File: src/shared/fpm_pkg.sv
/*
  shared constants and types of the front panel meter control block.
  assumes a 100 MHz system clock and 16-bit readings in tenths.
*/
package fpm_pkg;

  // key lines, one bit each
  localparam int KEY_N = 12;
  localparam int K_FWD = 0;
  localparam int K_RFL = 1;
  localparam int K_SWR = 2;
  localparam int K_MIN = 3;
  localparam int K_MAX = 4;
  localparam int K_LOG = 5;
  localparam int K_LIGHT = 6;
  localparam int K_AUTO = 7;
  localparam int K_UP = 8;
  localparam int K_DOWN = 9;
  localparam int K_PWR = 10;
  localparam int K_MASTER = 11;

  // display indicator bits
  localparam int IND_W = 8;
  localparam int I_FWD = 0;
  localparam int I_RFL = 1;
  localparam int I_SWR = 2;
  localparam int I_DBM = 3;
  localparam int I_WATT = 4;
  localparam int I_RL = 5;
  localparam int I_AUTO = 6;
  localparam int I_RERR = 7;

  // interrupt events
  localparam int EV_N = 4;
  localparam int E_OVER = 0;
  localparam int E_UNDER = 1;
  localparam int E_BUZZ = 2;
  localparam int E_RERR = 3;

  // timing
  localparam longint CLK_HZ = 100_000_000;
  localparam longint BL_MIN = 30;
  localparam longint BL_CYC = BL_MIN * 60 * CLK_HZ;
  localparam longint FLASH_SEC = 30;
  localparam longint FLASH_CYC = FLASH_SEC * CLK_HZ;

  // limit factors (per cent, per mille, tenths)
  localparam logic [11:0] K_ONE_PM = 12'h3e8;
  localparam logic [11:0] K_ONE_PC = 12'h064;
  localparam logic [11:0] K_FS_OVER = 12'h7cf;
  localparam logic [11:0] K_120 = 12'h078;
  localparam logic [11:0] K_3 = 12'h003;
  localparam logic [11:0] K_20 = 12'h014;
  localparam logic [15:0] RL_MAX = 16'h0190;
  localparam logic [15:0] SWR_LO = 16'h000a;
  localparam logic [15:0] SWR_HI = 16'h07cf;

  // register map
  localparam logic [7:0] A_FS_TOP = 8'h00;
  localparam logic [7:0] A_LOW_SMAX = 8'h04;
  localparam logic [7:0] A_RMAX = 8'h08;
  localparam logic [7:0] A_STAT = 8'h0c;
  localparam logic [7:0] A_IST = 8'h10;
  localparam logic [7:0] A_ICLR = 8'h14;
  localparam logic [7:0] A_IEN = 8'h18;
  localparam logic [15:0] FS_RST = 16'h03e8;
  localparam logic [15:0] TOP_RST = 16'h2710;
  localparam logic [15:0] LOW_RST = 16'h0064;
  localparam logic [15:0] SMAX_RST = 16'h2710;
  localparam logic [3:0] RMAX_RST = 4'h5;

  typedef enum logic [2:0] {
    FN_FWD = 3'b001,
    FN_RFL = 3'b010,
    FN_SWR = 3'b100
  } fpm_func_e;

  typedef enum logic [2:0] {
    PW_OFF = 3'b001,
    PW_FLASH = 3'b010,
    PW_RUN = 3'b100
  } fpm_pwr_e;

  typedef struct packed {
    logic [14:0] pad;
    logic rerr;
    logic buzz;
    logic under;
    logic over;
    fpm_pwr_e pw;
    logic bl;
    logic [3:0] range;
    logic autos;
    logic logu;
    fpm_func_e func;
  } fpm_stat_s;

endpackage

File: src/shared/fpm_keys_if.sv
/*
  key press pulses and held levels between the key front end and core.
  assumes both ends run on the same clock.
*/
`timescale 1ns/1ps
interface fpm_keys_if
  import fpm_pkg::*;
();
  logic [KEY_N-1:0] held;
  logic [KEY_N-1:0] press;
  modport src (output held, output press);
  modport dst (input held, input press);
endinterface

File: src/core/fpm_keys.sv
/*
  key front end: synchronises raw key pins and makes press pulses.
  assumes keys are debounced outside and high while pressed.
*/
`timescale 1ns/1ps
module fpm_keys
  import fpm_pkg::*;
(
  input wire logic mclk,
  input wire logic resetn,
  input wire logic [KEY_N-1:0] key_raw,
  fpm_keys_if.src kif
);

  typedef struct packed {
    logic [KEY_N-1:0] s1;
    logic [KEY_N-1:0] s2;
    logic [KEY_N-1:0] prev;
    logic [KEY_N-1:0] press;
  } fpm_keys_s;

  fpm_keys_s r;
  fpm_keys_s n;

  always_comb begin
    n = r;
    n.s1 = key_raw;
    n.s2 = r.s1;
    n.prev = r.s2;
    n.press = r.s2 & ~r.prev;
  end

  always_ff @(posedge mclk or negedge resetn) begin
    if (!resetn) begin
      r <= '0;
    end else begin
      r <= n;
    end
  end

  assign kif.held = r.s2;
  assign kif.press = r.press;
endmodule

File: src/core/fpm_front_panel.sv
/*
  front panel control of an rf power meter: key functions, range,
  limit symbols, buzzer, backlight and power state, ahb-lite registers.
  assumes readings arrive on mclk in tenths; key pins are asynchronous.
*/
// The implementer's own choices: register access over AHB-Lite and the placing of the registers.
`timescale 1ns/1ps
module fpm_front_panel
  import fpm_pkg::*;
#(
  parameter longint BL_OFF_CYCLES = BL_CYC,
  parameter longint FLASH_CYCLES = FLASH_CYC
) (
  input wire logic mclk,
  input wire logic resetn,
  input wire logic [KEY_N-1:0] key_raw,
  input wire logic [15:0] fwd_pwr,
  input wire logic [15:0] rfl_pwr,
  input wire logic [15:0] fwd_dbm,
  input wire logic [15:0] rfl_dbm,
  input wire logic [15:0] swr_val,
  input wire logic [15:0] rl_val,
  input wire logic hsel,
  input wire logic [31:0] haddr,
  input wire logic [1:0] htrans,
  input wire logic hwrite,
  input wire logic [2:0] hsize,
  input wire logic [31:0] hwdata,
  input wire logic hready,
  output logic [31:0] hrdata,
  output logic hreadyout,
  output logic hresp,
  output logic [15:0] disp_val,
  output logic [IND_W-1:0] disp_ind,
  output logic disp_flash,
  output logic sym_over,
  output logic sym_under,
  output logic backlight,
  output logic meter_on,
  output logic buzzer,
  output logic irq
);

  typedef struct packed {
    fpm_pwr_e pw;
    logic [31:0] fcnt;
    fpm_func_e func;
    logic logu;
    logic autos;
    logic [3:0] range;
    logic [15:0] mn;
    logic [15:0] mx;
    logic mmv;
    logic hold_min;
    logic hold_max;
    logic bl;
    logic [37:0] bcnt;
    logic [15:0] disp;
    logic [IND_W-1:0] ind;
    logic over;
    logic under;
    logic buzz;
    logic rerr;
    logic [15:0] fs;
    logic [15:0] top;
    logic [15:0] low;
    logic [15:0] smax;
    logic [3:0] rmax;
    logic [EV_N-1:0] ist;
    logic [EV_N-1:0] ien;
    logic a_wr;
    logic [7:0] a_addr;
    logic [31:0] rdata;
  } fpm_state_s;

  fpm_state_s r;
  fpm_state_s n;
  logic [KEY_N-1:0] pk;
  logic [KEY_N-1:0] hk;
  logic run;
  logic new_sel;
  logic [15:0] live;
  logic [15:0] pw_in;
  logic [EV_N-1:0] ev;
  logic [EV_N-1:0] clr;
  logic [31:0] rd;
  fpm_stat_s st;

  fpm_keys_if kif ();

  fpm_keys u_keys (
    .mclk(mclk),
    .resetn(resetn),
    .key_raw(key_raw),
    .kif(kif)
  );

  // true when a*ka exceeds b*kb
  function automatic logic gt(input logic [15:0] a, input logic [11:0] ka,
                              input logic [15:0] b, input logic [11:0] kb);
    logic [27:0] x;
    logic [27:0] y;
    x = a * ka;
    y = b * kb;
    return x > y;
  endfunction

  assign pk = kif.press;
  assign hk = kif.held;

  ////////////////////////////////////////////////////////////////////////
  always_comb begin
    n = r;
    live = '0;
    pw_in = '0;
    ev = '0;
    clr = '0;
    rd = '0;
    st = '0;
    // power state
    case (r.pw)
      PW_OFF: begin
        if (pk[K_PWR]) begin
          n.pw = PW_FLASH;
          n.fcnt = '0;
        end
      end
      PW_FLASH: begin
        n.fcnt = r.fcnt + 32'h1;
        if (r.fcnt >= 32'(FLASH_CYCLES - 1)) begin
          n.pw = PW_RUN;
        end
        if (pk[K_PWR]) begin
          n.pw = PW_OFF;
        end
      end
      PW_RUN: begin
        if (pk[K_PWR]) begin
          n.pw = PW_OFF;
        end
      end
      default: begin
        n.pw = PW_OFF;
      end
    endcase
    if (!hk[K_MASTER]) begin
      n.pw = PW_OFF;
    end
    run = r.pw == PW_RUN;
    new_sel = run && (pk[K_FWD] || pk[K_RFL] || pk[K_SWR] || pk[K_LOG]);
    // function keys
    if (run) begin
      if (pk[K_FWD]) begin
        n.func = FN_FWD;
        n.logu = 1'b0;
      end else if (pk[K_RFL]) begin
        n.func = FN_RFL;
        n.logu = 1'b0;
      end else if (pk[K_SWR]) begin
        n.func = FN_SWR;
        n.logu = 1'b0;
      end else if (pk[K_LOG]) begin
        n.logu = 1'b1;
      end
      if (pk[K_AUTO]) begin
        n.autos = 1'b1;
      end
      if (pk[K_UP]) begin
        n.autos = 1'b0;
        if (r.range != 4'hf) begin
          n.range = r.range + 4'h1;
        end
      end else if (pk[K_DOWN]) begin
        n.autos = 1'b0;
        if (r.range != 4'h0) begin
          n.range = r.range - 4'h1;
        end
      end else if (r.autos && !pk[K_AUTO]) begin
        // automatic ranging: above full scale up, below a tenth down
        if (gt(fwd_pwr, K_ONE_PC, r.fs, K_ONE_PC) && r.range < r.rmax) begin
          n.range = r.range + 4'h1;
        end else if (gt(r.fs, K_ONE_PC, fwd_pwr, K_ONE_PM)
                     && r.range != 4'h0) begin
          n.range = r.range - 4'h1;
        end
      end
    end
    // backlight and its timeout
    if (r.bl) begin
      n.bcnt = r.bcnt + 38'h1;
      if (r.bcnt >= 38'(BL_OFF_CYCLES - 1)) begin
        n.bl = 1'b0;
      end
    end
    if (run && pk[K_LIGHT]) begin
      n.bl = ~r.bl;
      n.bcnt = '0;
    end
    if (n.pw == PW_OFF) begin
      n.bl = 1'b0;
    end
    // live value of the selected function
    pw_in = (n.func == FN_RFL) ? rfl_pwr : fwd_pwr;
    case (n.func)
      FN_FWD: live = n.logu ? fwd_dbm : fwd_pwr;
      FN_RFL: live = n.logu ? rfl_dbm : rfl_pwr;
      FN_SWR: begin
        if (n.logu) begin
          live = rl_val;
        end else if (swr_val < SWR_LO) begin
          live = SWR_LO;
        end else if (swr_val > SWR_HI) begin
          live = SWR_HI;
        end else begin
          live = swr_val;
        end
      end
      default: live = '0;
    endcase
    // min and max trackers
    if (new_sel) begin
      n.mmv = 1'b0;
    end else if (run) begin
      n.mmv = 1'b1;
      if (!r.mmv || live < r.mn) begin
        n.mn = live;
      end
      if (!r.mmv || live > r.mx) begin
        n.mx = live;
      end
    end
    n.hold_min = run && hk[K_MIN];
    n.hold_max = run && hk[K_MAX] && !hk[K_MIN];
    if (n.hold_max) begin
      n.disp = n.mx;
    end else if (n.hold_min) begin
      n.disp = n.mn;
    end else begin
      n.disp = live;
    end
    // limit symbols
    n.over = 1'b0;
    n.under = 1'b0;
    if (n.pw != PW_OFF) begin
      if (n.func != FN_SWR && !n.logu) begin
        n.over = gt(pw_in, K_ONE_PM, r.fs, K_FS_OVER)
                 || gt(pw_in, K_ONE_PC, r.top, K_120);
      end else if (n.func != FN_SWR) begin
        n.over = gt(pw_in, K_ONE_PC, r.fs, K_120);
        n.under = gt(r.low, K_3, pw_in, K_ONE_PC);
      end else if (!n.logu) begin
        n.under = gt(r.low, K_20, fwd_pwr, K_ONE_PC);
        n.over = fwd_pwr == rfl_pwr;
      end else begin
        n.under = gt(r.low, K_20, fwd_pwr, K_ONE_PC)
                  || gt(r.low, K_20, rfl_pwr, K_ONE_PC)
                  || rl_val > RL_MAX;
      end
      if (n.over) begin
        n.under = 1'b0;
      end
    end
    n.rerr = (n.pw != PW_OFF) && (n.range > r.rmax);
    n.buzz = (n.pw != PW_OFF) && gt(fwd_pwr, K_ONE_PC, r.smax, K_120);
    // indicators
    n.ind = '0;
    if (n.pw != PW_OFF) begin
      n.ind[I_FWD] = n.func == FN_FWD;
      n.ind[I_RFL] = n.func == FN_RFL;
      n.ind[I_SWR] = n.func == FN_SWR && !n.logu;
      n.ind[I_DBM] = n.func != FN_SWR && n.logu;
      n.ind[I_WATT] = n.func != FN_SWR && !n.logu;
      n.ind[I_RL] = n.func == FN_SWR && n.logu;
      n.ind[I_AUTO] = n.autos;
      n.ind[I_RERR] = n.rerr;
    end
    // events and interrupt status, set wins over clear
    ev[E_OVER] = n.over && !r.over;
    ev[E_UNDER] = n.under && !r.under;
    ev[E_BUZZ] = n.buzz && !r.buzz;
    ev[E_RERR] = n.rerr && !r.rerr;
    if (r.a_wr && r.a_addr == A_ICLR) begin
      clr = hwdata[EV_N-1:0];
    end
    n.ist = (r.ist & ~clr) | ev;
    // bus data phase writes
    if (r.a_wr) begin
      if (r.a_addr == A_FS_TOP) begin
        n.fs = hwdata[15:0];
        n.top = hwdata[31:16];
      end else if (r.a_addr == A_LOW_SMAX) begin
        n.low = hwdata[15:0];
        n.smax = hwdata[31:16];
      end else if (r.a_addr == A_RMAX) begin
        n.rmax = hwdata[3:0];
      end else if (r.a_addr == A_IEN) begin
        n.ien = hwdata[EV_N-1:0];
      end
    end
    // bus address phase and read data
    st.func = r.func;
    st.logu = r.logu;
    st.autos = r.autos;
    st.range = r.range;
    st.bl = r.bl;
    st.pw = r.pw;
    st.over = r.over;
    st.under = r.under;
    st.buzz = r.buzz;
    st.rerr = r.rerr;
    if (haddr[7:0] == A_FS_TOP) begin
      rd = {r.top, r.fs};
    end else if (haddr[7:0] == A_LOW_SMAX) begin
      rd = {r.smax, r.low};
    end else if (haddr[7:0] == A_RMAX) begin
      rd = {28'h0, r.rmax};
    end else if (haddr[7:0] == A_STAT) begin
      rd = st;
    end else if (haddr[7:0] == A_IST) begin
      rd = {28'h0, r.ist};
    end else if (haddr[7:0] == A_IEN) begin
      rd = {28'h0, r.ien};
    end
    n.a_wr = 1'b0;
    if (hsel && hready && htrans[1]) begin
      n.a_wr = hwrite;
      n.a_addr = haddr[7:0];
      n.rdata = hwrite ? 32'h0 : rd;
    end
  end

  always_ff @(posedge mclk or negedge resetn) begin
    if (!resetn) begin
      r <= '0;
      r.pw <= PW_OFF;
      r.func <= FN_FWD;
      r.fs <= FS_RST;
      r.top <= TOP_RST;
      r.low <= LOW_RST;
      r.smax <= SMAX_RST;
      r.rmax <= RMAX_RST;
    end else begin
      r <= n;
    end
  end

  ////////////////////////////////////////////////////////////////////////
  assign hrdata = r.rdata;
  assign hreadyout = 1'b1;
  assign hresp = 1'b0;
  assign disp_val = r.disp;
  assign disp_ind = r.ind;
  assign disp_flash = r.pw == PW_FLASH;
  assign sym_over = r.over;
  assign sym_under = r.under;
  assign backlight = r.bl;
  assign meter_on = r.pw != PW_OFF;
  assign buzzer = r.buzz;
  assign irq = |(r.ist & r.ien);
endmodule

File: config.mk
export PLATFORM = sky130hd
export DESIGN_NAME = fpm_front_panel
export DESIGN_NICKNAME = d
export VERILOG_FILES = /design/src/shared/fpm_pkg.sv /design/src/shared/fpm_keys_if.sv /design/src/core/fpm_keys.sv /design/src/core/fpm_front_panel.sv
export SDC_FILE = /design/constraint.sdc
export NUM_CORES = 2
export LEC_CHECK = 0
export ABC_AREA = 1
export BUFFER_PORTS_ARGS = -buffer_cell sky130_fd_sc_hd__clkbuf_2
export CAP_MARGIN = 20
export CORE_MARGIN = 8
export CORE_UTILIZATION = 45
export CTS_CLUSTER_DIAMETER = 80
export DETAILED_ROUTE_END_ITERATION = 8
export PLACE_DENSITY_LB_ADDON = 0.1
export SLEW_MARGIN = 15
export SYNTH_ARGS = -nofsm -noshare
export SYNTH_HDL_FRONTEND = slang
export SYNTH_HIERARCHICAL = 1
export SYNTH_SLANG_ARGS = --single-unit
File: constraint.sdc
create_clock -name mclk -period 8.6 [get_ports mclk]
set_input_delay 0.86 -clock mclk [delete_from_list [all_inputs] [get_ports mclk]]
set_output_delay 0.86 -clock mclk [all_outputs]
set_load 0.05 [all_outputs]
==> results.cfg <==
[worst_setup_path]
r2r-start = r[261]
cp-start-kind = flop
crit_required_ps = 9060
worst-r2r-setup-slack_ps = 630
reg2reg_depth = 36
crit_type = reg -> reg
end_kind = flop
crit_top_cell = nand2_1
crit_slowest_cell = fa_1
slowest_delay_ps = 580
worstPathMaxFanout = 36
r2r_end = r[46]
crit_arrival_ps = 8430

[timing]
rsz0062_at_grt = no
setup-violations-final = 0
hold_viol = 0
hold-worst-slack_ps = 348
finalClockSkew_ps = 8.58
fmax_mhz = 125
final.setup.tns_ps = 0
tightestPinTransition_ps = 1060
relSlewSlack_pct = 28.9
finalMaxSlewViolations = 0
layout_min_cycle_time_ps = 7970
post-route-period-util_pct = 92.7

[synth]
yosysWarnings = 6
syn_area_per_cell_sq_um = 8.04
synth_nets = 6210
syn_area_sq_mm = 0.0406
postSynthCellCount = 5045

[clock_network]
root_buffer = clkbuf_16
cts.reportedPaths.clkPinSlew_ps = 70
cts_sinks = 302
cts_made_buffers = 30
cts_tree = yes
cts_max_level = 1
cts_buffer_depth = 3
clk_latency_ps = 570
ctsHoldBuffers = 0

[placed_design]
io_buffers = 216
hpwl_um = 112000
routabilityCongestion = 0.989

[min_path]
hold_path.class = reg -> reg
hold_depth = 0
min_to = u_keys/kif.held[7]
min_from = u_keys/n[31]

[grt]
grt_pass1_vias = 33688
grt_max_degree = 124
grt_pass1_wl_um = 201000
gr-total-overflow = 0
grt_usage_pct = 26.0
antenna_found_initial = 2

[floorplan]
die_y_um = 316
core_sq_mm = 0.0897
dieArea_sq_mm = 0.100
die_w_um = 316
ios = 247
start_util_pct = 45.2
placementRows = 110

[finish]
nNetsFinal = 6380
syn_to_final_growth_pct = 8.14
drive_above_1_share_pct = 7.81
nFillCells = 8923
fin_util_pct = 48.9

[routing]
wl_um = 131000
route.vias.total = 34021
drt-initial-drc-count = 2398
detail-route-antenna-nets = 0
vias_per_cell = 5.30
drt_first_pass_iters = 6
drc = 0
detail_route.wl_per_cell_um = 20.4

[job]
drv_cap = 0

[run_status]
outcome = finished, final reports clean
-- worst max-delay path: cells and delay by family, from the launching register on --
| kind | cells | cell delay [ps] |
|---|---|---|
| AO/OA/AOI/OAI | 7 | 1540 |
| XOR/XNOR | 1 | 250 |
| adder cells (fa/ha/maj) | 6 | 2760 |
| buffers and inverters | 4 | 530 |
| flip-flops | 1 | 470 |
| AND/OR/NAND/NOR | 18 | 2260 |
-- stage by stage --
step                      cell area [sq um]  std cells  setup WS [ps]
after floorplan                       40600       5045           1500
after global routing                  43900       6415           40.8
after global placement                42800       6357            610
after detailed placement              42800       6357            525
final                                 43900       6416            627
after CTS                             43800       6413            495
-- per-layer routing --
| layer | wire, um | part of all wire (%) | track usage (%) | vias to the layer above |
|---|---|---|---|---|
| met3 | 8050 | 6.2 | 4.56 | 155 |
| met5 | 10 | 0.0077 | 0 | - |
| met4 | 4420 | 3.4 | 7.12 | 2 |
| met1 | 60100 | 46 | 35.9 | 16286 |
| met2 | 58000 | 44 | 41.7 | 803 |
| li1 | - | - | - | 16775 |
-- cell usage in the layout (no fill, tap or decap), types with 25 or more instances in the layout --
cell and instances:
inv_1 1020, nand2_1 774, ha_1 663, a21oi_1 378
fa_1 320, o21ai_0 317, dfrtp_1 279, nor2_1 216
clkbuf_2 215, nand3_1 178, xor2_1 142, nor3_1 81
xnor2_1 69, nand4_1 59, buf_4 55, o21bai_1 32
a22o_1 30, clkbuf_16 30, nor4_1 25
-- state kept, by name (all words and copies together) (netlist names) --
name	cells
r	200
hrdata	32
disp_val	16
u_keys/kif.held	12
u_keys/n	12
u_keys/kif.press	9
u_keys/r	9
disp_ind	8
backlight	1
buzzer	1
sym_over	1
sym_under	1
-- timing repair --
item                       in CTS  in global routing
setup endpoints to repair       0                  4
gates resized for setup         0                  4
setup buffers                   0                  0
-- layout make-up --
cell class | instances | area [sq um] | share of cell area (%)
diodes | 1 | 2.50 | 0.00570
clock buffers | 39 | 835 | 1.90
clock inverters | 17 | 234 | 0.533
inverters | 1027 | 3860 | 8.79
multi-input cells | 3581 | 28300 | 64.6
flip-flops and latches | 302 | 7590 | 17.3
well taps | 1176 | 1470 | 3.35
repair buffers | 273 | 1530 | 3.49
-- worst max path at each step --
| stage | start | end | slack [ps] | depth (start not counted) |
|---|---|---|---|---|
| after floorplan | r[260] | sym_under | 1500 | 42 |
| after global placement | r[261] | r[46] | 610 | 38 |
| after detailed placement | r[261] | r[46] | 530 | 36 |
| after CTS | r[261] | r[46] | 500 | 36 |
| after global routing | r[260] | r[46] | 40 | 40 |
| final | r[261] | r[46] | 630 | 36 |
Power is left out: the tool's default activity adds up to more than one toggle a clock period on the data nets, which glitch-free logic cannot reach.
